File: config.mk
export PLATFORM = sky130hd
export DESIGN_NAME = ixs_core
export DESIGN_NICKNAME = d
export VERILOG_FILES = /design/src/logic/ixs_pkg.sv /design/src/logic/ixs_core.sv
export SDC_FILE = /design/constraint.sdc
export NUM_CORES = 2
export LEC_CHECK = 0
export BUFFER_PORTS_ARGS = -buffer_cell sky130_fd_sc_hd__buf_2
export CAP_MARGIN = 5
export CELL_PAD_IN_SITES_DETAIL_PLACEMENT = 0
export CELL_PAD_IN_SITES_GLOBAL_PLACEMENT = 1
export CORE_UTILIZATION = 50
export CTS_BUF_LIST = sky130_fd_sc_hd__clkbuf_4 sky130_fd_sc_hd__clkbuf_8 sky130_fd_sc_hd__clkbuf_16
export DETAILED_ROUTE_END_ITERATION = 7
export PLACE_DENSITY_LB_ADDON = 0.1
export SYNTH_ARGS = -nofsm -noshare
export SYNTH_HDL_FRONTEND = slang
export SYNTH_SLANG_ARGS = --single-unit
export TNS_END_PERCENT = 20
File: constraint.sdc
create_clock -name clk_i -period 8.11 [get_ports clk_i]
set_clock_uncertainty 0.2 [all_clocks]
set_input_delay 0.4055 -clock clk_i [delete_from_list [all_inputs] [get_ports clk_i]]
set_output_delay 0.4055 -clock clk_i [all_outputs]
set_load 0.03 [all_outputs]
File: src/logic/ixs_pkg.sv
// package for the instruction execution subset: register map, command fields,
// operation codes, cycle counts and reset values.
// assumes word-indexed Avalon-MM addressing (byte address = 4 * index).
package ixs_pkg;
	// ****************************************
	// register map, word indices
	// ****************************************
	localparam logic [3:0] ADDR_CMD = 4'h0;
	localparam logic [3:0] ADDR_ACC = 4'h1;
	localparam logic [3:0] ADDR_TABLE_HIGH_POINTER = 4'h2;
	localparam logic [3:0] ADDR_PC = 4'h3;
	localparam logic [3:0] ADDR_STATUS = 4'h4;
	localparam logic [3:0] ADDR_STACK = 4'h5;
	localparam logic [3:0] ADDR_FILE_SEL = 4'h6;
	localparam logic [3:0] ADDR_FILE_DATA = 4'h7;
	localparam logic [3:0] ADDR_UPG_SEL = 4'h8;
	localparam logic [3:0] ADDR_UPG_DATA = 4'h9;

	// ****************************************
	// command word fields
	// ****************************************
	localparam int CMD_OPND_LSB = 0;
	localparam int CMD_OPND_W = 8;
	localparam int CMD_DEST_BIT = 8;
	localparam int CMD_OP_LSB = 9;
	localparam int CMD_OP_W = 3;
	localparam int CMD_W = 12;
	localparam int STATUS_ZERO_BIT = 0;

	// ****************************************
	// operation codes
	// ****************************************
	localparam logic [2:0] OP_NOP = 3'h0;
	localparam logic [2:0] OP_ACC_JUMP = 3'h1;
	localparam logic [2:0] OP_INC_SKIP = 3'h2;
	localparam logic [2:0] OP_SW_INT = 3'h3;
	localparam logic [2:0] OP_OR_IMM = 3'h4;
	localparam logic [2:0] OP_OR_REG = 3'h5;
	localparam logic [2:0] OP_UPG_WRITE = 3'h6;

	// ****************************************
	// cycle counts, widths, constants
	// ****************************************
	localparam logic [1:0] CYC_ONE = 2'h1;
	localparam logic [1:0] CYC_TWO = 2'h2;
	localparam logic [1:0] CYC_THREE = 2'h3;
	localparam int PC_W = 11;
	localparam int FILE_DEPTH = 128;
	localparam int UPG_DEPTH = 16;
	localparam logic [3:0] UPG_LOW = 4'h5;
	localparam logic [3:0] UPG_HIGH = 4'hf;
	localparam logic [10:0] SW_INT_VECTOR = 11'h001;
	localparam logic [10:0] PC_RESET = 11'h000;
	localparam logic [7:0] BYTE_RESET = 8'h00;
	localparam logic [31:0] READ_UNMAPPED = 32'h0000_0000;

	typedef enum logic {IXS_IDLE, IXS_EXEC} ixs_state_t;
endpackage

File: src/logic/ixs_core.sv
// execution core for a subset of an 8-bit microcontroller instruction set.
// assumes an Avalon-MM master that holds each request until waitrequest is low.
//
// Function
// - indexed jump loads table-high-pointer bits 2:0 into pc bits 10:8.
// - indexed jump loads accumulator into pc 7:0; takes two cycles.
// - increment-skip adds one; dest bit 0 to accumulator, 1 to register.
// - zero increment result discards the fetched next instruction, runs no-op.
// - increment-skip takes one cycle, or two when it skips.
// - software interrupt pushes pc plus one onto the return stack top.
// - software interrupt then loads vector 0x001 into pc; three cycles, flags untouched.
// - or-immediate ors accumulator with immediate, updates zero, one cycle.
// - or-register ors accumulator with register, updates zero, dest bit selects.
// - upper-page write copies accumulator to special register 5..15, no flags.
//
// Our own choices: register access over Avalon-MM and the register addresses.
`timescale 1ns/1ns
module ixs_core (
	input wire logic clk_i,
	input wire logic rst_i,
	input wire logic [3:0] avs_address_i,
	input wire logic avs_read_i,
	input wire logic avs_write_i,
	input wire logic [31:0] avs_writedata_i,
	output logic [31:0] avs_readdata_o,
	output logic avs_waitrequest_o
);
	// ****************************************
	// state
	// ****************************************
	ixs_pkg::ixs_state_t state_reg;
	logic [1:0] cnt_reg;
	logic ack_reg;
	logic [ixs_pkg::CMD_W-1:0] cmd_reg;
	logic [7:0] acc_reg;
	logic [7:0] table_high_pointer_reg;
	logic [10:0] pc_reg;
	logic zero_reg;
	logic [10:0] stack_reg;
	logic [6:0] file_sel_reg;
	logic [3:0] upg_sel_reg;
	logic [7:0] file_mem [ixs_pkg::FILE_DEPTH];
	logic [7:0] upg_mem [ixs_pkg::UPG_DEPTH];

	// ****************************************
	// decode
	// ****************************************
	logic idle_req;
	logic bus_wr;
	logic bus_rd;
	logic cmd_start;
	logic exec_done;
	logic ack_next;
	logic [2:0] op;
	logic [7:0] opnd;
	logic dest;
	logic [7:0] file_val;
	logic [7:0] inc_res;
	logic [7:0] or_res;
	logic [7:0] or_imm_res;
	logic [2:0] new_op;
	logic [7:0] new_file_val;
	logic [1:0] new_cycles;
	logic upg_ok;

	// a request is only taken while idle and not in its own ack cycle
	assign idle_req = (state_reg == ixs_pkg::IXS_IDLE) && !ack_reg;
	assign bus_wr = idle_req && avs_write_i;
	assign bus_rd = idle_req && avs_read_i && !avs_write_i;
	assign cmd_start = bus_wr && (avs_address_i == ixs_pkg::ADDR_CMD);
	assign exec_done = (state_reg == ixs_pkg::IXS_EXEC) && (cnt_reg == 2'h0);
	assign ack_next = exec_done || (bus_wr && !cmd_start) || bus_rd;

	// fields of the running command
	assign op = cmd_reg[ixs_pkg::CMD_OP_LSB +: ixs_pkg::CMD_OP_W];
	assign opnd = cmd_reg[ixs_pkg::CMD_OPND_LSB +: ixs_pkg::CMD_OPND_W];
	assign dest = cmd_reg[ixs_pkg::CMD_DEST_BIT];
	assign file_val = file_mem[opnd[6:0]];
	assign inc_res = file_val + 8'h01;
	assign or_res = acc_reg | file_val;
	assign or_imm_res = acc_reg | opnd;
	assign upg_ok = (opnd[7:4] == 4'h0) && (opnd[3:0] >= ixs_pkg::UPG_LOW)
		&& (opnd[3:0] <= ixs_pkg::UPG_HIGH);

	// cycle count of the incoming command, known before it starts
	assign new_op = avs_writedata_i[ixs_pkg::CMD_OP_LSB +: ixs_pkg::CMD_OP_W];
	assign new_file_val = file_mem[avs_writedata_i[6:0]];
	always_comb begin
		new_cycles = ixs_pkg::CYC_ONE;
		if (new_op == ixs_pkg::OP_ACC_JUMP) begin
			new_cycles = ixs_pkg::CYC_TWO;
		end else if (new_op == ixs_pkg::OP_SW_INT) begin
			new_cycles = ixs_pkg::CYC_THREE;
		end else if (new_op == ixs_pkg::OP_INC_SKIP && new_file_val == 8'hff) begin
			new_cycles = ixs_pkg::CYC_TWO;
		end
	end

	// ****************************************
	// sequencer and bus handshake
	// ****************************************
	// command runs hold waitrequest for the whole execution time
	always_ff @(posedge clk_i) begin
		if (rst_i) begin
			state_reg <= ixs_pkg::IXS_IDLE;
			cnt_reg <= 2'h0;
			cmd_reg <= '0;
		end else if (cmd_start) begin
			state_reg <= ixs_pkg::IXS_EXEC;
			cnt_reg <= new_cycles - 2'h1;
			cmd_reg <= avs_writedata_i[ixs_pkg::CMD_W-1:0];
		end else if (exec_done) begin
			state_reg <= ixs_pkg::IXS_IDLE;
		end else if (state_reg == ixs_pkg::IXS_EXEC) begin
			cnt_reg <= cnt_reg - 2'h1;
		end
	end

	// one-cycle ack, waitrequest registered as its inverse
	always_ff @(posedge clk_i) begin
		if (rst_i) begin
			ack_reg <= 1'b0;
			avs_waitrequest_o <= 1'b1;
		end else begin
			ack_reg <= ack_next;
			avs_waitrequest_o <= !ack_next;
		end
	end

	// read data registered with the ack; unmapped reads give zero
	always_ff @(posedge clk_i) begin
		if (rst_i) begin
			avs_readdata_o <= ixs_pkg::READ_UNMAPPED;
		end else if (bus_rd) begin
			unique case (avs_address_i)
				ixs_pkg::ADDR_CMD: avs_readdata_o <= {20'h0, cmd_reg};
				ixs_pkg::ADDR_ACC: avs_readdata_o <= {24'h0, acc_reg};
				ixs_pkg::ADDR_TABLE_HIGH_POINTER: avs_readdata_o <= {24'h0, table_high_pointer_reg};
				ixs_pkg::ADDR_PC: avs_readdata_o <= {21'h0, pc_reg};
				ixs_pkg::ADDR_STATUS: avs_readdata_o <= {31'h0, zero_reg};
				ixs_pkg::ADDR_STACK: avs_readdata_o <= {21'h0, stack_reg};
				ixs_pkg::ADDR_FILE_SEL: avs_readdata_o <= {25'h0, file_sel_reg};
				ixs_pkg::ADDR_FILE_DATA: avs_readdata_o <= {24'h0, file_mem[file_sel_reg]};
				ixs_pkg::ADDR_UPG_SEL: avs_readdata_o <= {28'h0, upg_sel_reg};
				ixs_pkg::ADDR_UPG_DATA: avs_readdata_o <= {24'h0, upg_mem[upg_sel_reg]};
				default: avs_readdata_o <= ixs_pkg::READ_UNMAPPED;
			endcase
		end
	end

	// ****************************************
	// architectural registers
	// ****************************************
	// accumulator: bus load or instruction result
	always_ff @(posedge clk_i) begin
		if (rst_i) begin
			acc_reg <= ixs_pkg::BYTE_RESET;
		end else if (bus_wr && avs_address_i == ixs_pkg::ADDR_ACC) begin
			acc_reg <= avs_writedata_i[7:0];
		end else if (exec_done) begin
			if (op == ixs_pkg::OP_INC_SKIP && !dest) begin
				acc_reg <= inc_res;
			end else if (op == ixs_pkg::OP_OR_IMM) begin
				acc_reg <= or_imm_res;
			end else if (op == ixs_pkg::OP_OR_REG && !dest) begin
				acc_reg <= or_res;
			end
		end
	end

	// table high pointer is software-loaded only
	always_ff @(posedge clk_i) begin
		if (rst_i) begin
			table_high_pointer_reg <= ixs_pkg::BYTE_RESET;
		end else if (bus_wr && avs_address_i == ixs_pkg::ADDR_TABLE_HIGH_POINTER) begin
			table_high_pointer_reg <= avs_writedata_i[7:0];
		end
	end

	// program counter
	always_ff @(posedge clk_i) begin
		if (rst_i) begin
			pc_reg <= ixs_pkg::PC_RESET;
		end else if (bus_wr && avs_address_i == ixs_pkg::ADDR_PC) begin
			pc_reg <= avs_writedata_i[10:0];
		end else if (exec_done) begin
			if (op == ixs_pkg::OP_ACC_JUMP) begin
				pc_reg <= {table_high_pointer_reg[2:0], acc_reg};
			end else if (op == ixs_pkg::OP_SW_INT) begin
				pc_reg <= ixs_pkg::SW_INT_VECTOR;
			end else if (op == ixs_pkg::OP_INC_SKIP && inc_res == 8'h00) begin
				pc_reg <= pc_reg + 11'h002;
			end else begin
				pc_reg <= pc_reg + 11'h001;
			end
		end
	end

	// zero flag; jump, interrupt and upper-page write leave it alone
	always_ff @(posedge clk_i) begin
		if (rst_i) begin
			zero_reg <= 1'b0;
		end else if (bus_wr && avs_address_i == ixs_pkg::ADDR_STATUS) begin
			zero_reg <= avs_writedata_i[ixs_pkg::STATUS_ZERO_BIT];
		end else if (exec_done) begin
			if (op == ixs_pkg::OP_INC_SKIP) begin
				zero_reg <= (inc_res == 8'h00);
			end else if (op == ixs_pkg::OP_OR_IMM) begin
				zero_reg <= (or_imm_res == 8'h00);
			end else if (op == ixs_pkg::OP_OR_REG) begin
				zero_reg <= (or_res == 8'h00);
			end
		end
	end

	// single top-of-stack entry; depth handling lives elsewhere
	always_ff @(posedge clk_i) begin
		if (rst_i) begin
			stack_reg <= ixs_pkg::PC_RESET;
		end else if (exec_done && op == ixs_pkg::OP_SW_INT) begin
			stack_reg <= pc_reg + 11'h001;
		end
	end

	// window selectors into file and upper page
	always_ff @(posedge clk_i) begin
		if (rst_i) begin
			file_sel_reg <= 7'h00;
			upg_sel_reg <= 4'h0;
		end else if (bus_wr && avs_address_i == ixs_pkg::ADDR_FILE_SEL) begin
			file_sel_reg <= avs_writedata_i[6:0];
		end else if (bus_wr && avs_address_i == ixs_pkg::ADDR_UPG_SEL) begin
			upg_sel_reg <= avs_writedata_i[3:0];
		end
	end

	// ****************************************
	// memories
	// ****************************************
	// register file: no reset, contents undefined until written
	always_ff @(posedge clk_i) begin
		if (bus_wr && avs_address_i == ixs_pkg::ADDR_FILE_DATA) begin
			file_mem[file_sel_reg] <= avs_writedata_i[7:0];
		end else if (exec_done && dest && op == ixs_pkg::OP_INC_SKIP) begin
			file_mem[opnd[6:0]] <= inc_res;
		end else if (exec_done && dest && op == ixs_pkg::OP_OR_REG) begin
			file_mem[opnd[6:0]] <= or_res;
		end
	end

	// upper page; out-of-range instruction operands are dropped silently, bus writes reach all 16 slots
	always_ff @(posedge clk_i) begin
		if (bus_wr && avs_address_i == ixs_pkg::ADDR_UPG_DATA) begin
			upg_mem[upg_sel_reg] <= avs_writedata_i[7:0];
		end else if (exec_done && op == ixs_pkg::OP_UPG_WRITE && upg_ok) begin
			upg_mem[opnd[3:0]] <= acc_reg;
		end
	end
endmodule

# ---- Word-level counts from Yosys, hierarchy flattened
# Memory sizes are Yosys's and may differ from the RTL's. A register that Yosys moved wholly into a read port is not among the register bits.
# Index checks and enable logic that the tools add are counted.
dict set report classes {
  order_cmp 2
  eq_ne 20
  n_mux 51
  bitwise 5
  n_reduce_logical 53
  n_addsub 5
}
# cell n
set op_table {}
lappend op_table {{12-bit case mux with 10 select lines} 1}
lappend op_table {{8-bit two-way mux} 8}
lappend op_table {{11-bit two-way mux} 5}
lappend op_table {{7-bit two-way mux} 5}
lappend op_table {{1-bit logical AND} 27}
lappend op_table {{8-bit zero test} 3}
lappend op_table {{1-bit two-way mux} 23}
lappend op_table {{4-bit by 3-bit == test with 1-bit output, second input constant} 4}
lappend op_table {{8-bit OR} 2}
lappend op_table {{8-bit OR reduction} 2}
lappend op_table {{3-bit by 2-bit == test with 1-bit output, second input constant} 4}
lappend op_table {{2-bit two-way mux} 6}
lappend op_table {{4-bit two-way mux} 3}
lappend op_table {{11-bit by 1-bit adder with 11-bit output, second input constant} 1}
lappend op_table {{11-bit by 2-bit adder with 11-bit output, second input constant} 1}
lappend op_table {{2-bit nonzero test} 5}
lappend op_table {{3-bit == test, second input constant} 3}
lappend op_table {{8-bit by 1-bit adder with 8-bit output, second input constant} 1}
lappend op_table {{4-bit by 2-bit == test with 1-bit output, second input constant} 2}
lappend op_table {{4-bit == test, second input constant} 2}
lappend op_table {{8-bit == test, second input constant} 1}
lappend op_table {{4-bit zero test} 2}
lappend op_table {{2-bit AND reduction} 4}
lappend op_table {{4-bit nonzero test} 2}
lappend op_table {{other kinds (11)} 19}
dict set report totals {
  output_inout_bits 33
  ram_bits 1152
  reg_bits 99
  memories 2
}
# name depth word_bits rd rd_clocked_by_memory_dff wr line_no
set memory_table {}
lappend memory_table {file_mem 128 8 3 2 1 ixs_core.sv:42} ;# logic [7:0] file_mem [ixs_pkg::FILE_DEPTH];
lappend memory_table {upg_mem 16 8 1 1 1 ixs_core.sv:43} ;# logic [7:0] upg_mem [ixs_pkg::UPG_DEPTH];

# ---- Logic depth before layout (Yosys ltp)
dict set report depth {
  word_depth 11
  depth_mapped 18
  depth_no_buf 14
}

# ---- Least setup slack after synthesis
# OpenSTA, ideal clock, no wires.
dict set report synth_path {
  path_type {register to register}
  from {register (tool-made name)}
  to {memory file_mem[0][0], data pin}
  setup_time_ns 1.197
  path_stages_with_launch 12
  period_less_slack_ns 8.305
  t_required_ns 6.713
  arrival_time_ns 6.909
  n_path_buf 3
  path_slack_ns -0.195
  cell_sequence {dfxtp_1 > buf_6 > buf_8 > buf_4 > mux4_2 > o22ai_1 > nor4_1 > o22ai_1 > nor2_2 > nor2_1 > a21oi_1 > o21ai_0}
}
# item line_no
set synth_rtl {}
lappend synth_rtl {{end, declared} ixs_core.sv:42}

==> reports/results.ini <==
[outcome]
status = completed

[global_route]
grt_max_degree = 129
grt_usage_pct = 34.2
grt-ovfl-total = 0
grt_pass1_vias = 39843
antenna_found_initial = 6
grt_pass1_wl_mm = 304

[sta]
timing_hold_violations_final = 0
timing.setup.tns_ns = 0
rsz0062_at_grt = no
worst_pin_slew_ns = 1.43
finalCriticalPeriod_ns = 6.50
whs_ns = 0.0696
finalCritPeriodShare_pct = 80.1
max_freq_mhz = 154
report.final.slew_viol_count = 0
setup_viol = 0
slew_headroom_pct = 4.11

[logic_synthesis]
synth.top_cell.area_share_pct = 55.9
synth_cell_types = 90
yosysWarnings = 0
yosysTopAreaCell = edfxtp_1
synthFlopType = edfxtp_1
syn_area_mm2 = 0.0619
yosys-top-cells-count = edfxtp_1 (1152), mux4_2 (623), nor2_1 (278), nand4_1 (223), nand2_1 (147)
seq_area_frac_synth_pct = 59.0
synth_most_common_cell = edfxtp_1
synth_edf_count = 1152
ys_ff_latch = 1249
ys_async_sr_fraction_pct = 0
synth_area_leaders = edfxtp_1 (56%), mux4_2 (23%), dfxtp_1 (3.1%)
avgSynthCellArea_um2 = 16.7
synthCells = 3708

[worst_setup_path]
crit_arrival_ns = 6.75
endpoint_kind = register
path_class = reg -> reg
reg2reg_depth = 14
cp-start-kind = register
required_ns = 8.36
crit_end = file_mem[39][4]
r2r_end = file_mem[39][4]
crit_fanout = 128
rrSetupSlack_ns = 1.61

[clock_network]
clk_pin_slew_ns = 0.06
worst_skew_pair.late_latency_ns = 0.78
clock_path_buffers = 3
cts-htree-levels = 4
cts.sink_count = 1249
cts_tree = yes
cts_buffers = 140
cts_root_buf = clkbuf_16
cts_resized = 0

[route]
ant_nets = 0
highest-signal-layer = met5
met2WireLength_mm = 96.8
drc = 0
via_count = 40455
drt-pass1-iter-count = 6
via_per_inst = 7.43
wl_met1_mm = 78.9
drt_wl_total_mm = 213
dr_wl_met3_mm = 25.3
drt-wirelength-per-cell_um = 39.2
initialDrtViolationCount = 5752

[cells_and_area]
largest_reg_flops = 1024
drive_gt1_share_pct = 26.9
area_growth_pct = 10.5
largest_registers = file_mem (1024), upg_mem (128)
top_register = file_mem
nNetsFinal = 3742

[power]
power.net_switching_uw = 3030
power.leakage_uw = 0.0199
intPower_uw = 11100
max-vdd-ir-drop_mv = 0.207
pwr-share-comb_pct = 3.5
power.share.clock_pct = 46.6
p_seq_share_pct = 49.9
p_sw_share_pct = 21.5
pwr_density_cell_mw_per_mm2 = 206

[floorplanning]
die_area_mm2 = 0.125
rows = 128
fp.dieH_um = 354
die_x_um = 354
initial_utilization_pct = 50.6
core_mm2 = 0.122
io_pins = 73

[place]
io_buffers = 32
dp_hpwl_mm = 144
routabilityCongestion = 0.961

[min_path]
hold-path-cell-count = 5
min_path_type = in -> reg

[run]
max_cap_viol_count = 0

==> through the flow <==
stage               total power, uW  area [um2]  utilization [%]  std cells  setup WS (ns)
floorplan                      7470       62000                -       3727          0.936
global placement               7660       63500             51.9       5173           2.10
detailed placement             7670       63500             51.9       5173           2.06
CTS                           14200       68400             55.9       5437           2.04
global route                  14400       68400             55.9       5437           1.48
finish                        14100       68400             55.9       5442           1.61
==> power groups by stage <==
stage                     Sequential [uW]  Clock [uW]  Combinational, uW
after floorplan                      7190           0                282
after global placement               7180           0                473
after detailed placement             7190           0                481
after CTS                            7050        6620                485
after global routing                 7050        6850                508
final                                7050        6570                493
==> logic make-up (layout without fill, tap and decap cells) <==
group | count (synthesis) | count (layout) | synth area share (%)
other | 1 | 25 | 0.00606
buffers and inverters | 307 | 392 | 2.61
AND/OR/NAND/NOR | 961 | 961 | 7.86
AO/OA/AOI/OAI | 419 | 419 | 4.54
adder cells (fa/ha/maj) | 3 | 3 | 0.0606
multiplexers | 751 | 751 | 25.7
XOR/XNOR | 17 | 17 | 0.240
flip-flops | 1249 | 1249 | 59.0
==> how the worst min path moves through the flow <==
stage                                    startpoint                         to  slack (ns)
after floorplan           table_high_pointer_reg[7]  table_high_pointer_reg[7]        0.26
after global placement            avs_readdata_o[7]          avs_readdata_o[7]        0.25
after detailed placement          avs_readdata_o[7]          avs_readdata_o[7]        0.25
after CTS                        avs_writedata_i[0]                  pc_reg[0]        0.03
after global routing             avs_writedata_i[0]                  pc_reg[0]        0.06
final                                   avs_write_i                   zero_reg        0.07
==> layout by cell type (no fill, tap or decap), types with 26 or more instances in the layout <==
master | synthesis | layout
nor2_1 | 278 | 278
edfxtp_1 | 1152 | 1152
clkbuf_16 | 0 | 150
o22ai_1 | 84 | 84
dfxtp_1 | 97 | 88
buf_2 | 29 | 30
mux4_1 | 35 | 35
nand2_1 | 147 | 146
nor3_1 | 82 | 82
o21ai_0 | 81 | 77
mux4_2 | 623 | 623
mux2i_1 | 80 | 80
a21oi_1 | 64 | 62
nand4_1 | 223 | 223
buf_4 | 41 | 66
nor4_1 | 26 | 26
nand3_1 | 64 | 60
a22oi_1 | 41 | 41
==> worst max-delay path: stages, from the launching register on <==
cell and delay, ns:
dfxtp_4 1.05, buf_4 0.43, mux4_2 0.28, o22ai_1 0.12, nor4_1 1.21, o22ai_1 0.39, nor2_2 0.38, ha_1 0.26
inv_1 0.07, a41oi_1 0.40, nand2_1 0.12, xnor2_1 0.22, mux2i_1 0.15, a21oi_4 0.21, buf_12 0.44
==> timing repair <==
| action | 4_1_cts | 5_1_grt |
|---|---|---|
| hold buffers | 9 | 0 |
| setup endpoints to repair | 0 | 0 |
| hold endpoints to repair | 51 | 0 |
| buffers inserted | 0 | 0 |
==> per-layer routing <==
metal | GRT usage (%) | up-vias
met5 | 0 | -
met4 | 17.3 | 8
met3 | 9.58 | 531
met2 | 51.0 | 3029
met1 | 46.4 | 21102
li1 | - | 15785
==> layout make-up <==
cell class,count,area (um2)
inverters,16,60.1
diodes,5,12.5
well taps,1625,2030
fillers,9388,53900
flip-flops and latches,1249,36600
clock inverters,80,806
repair buffers,121,1060
clock buffers,175,3960
multi-input cells,2171,23900
(Power assumes the default switching activity.)
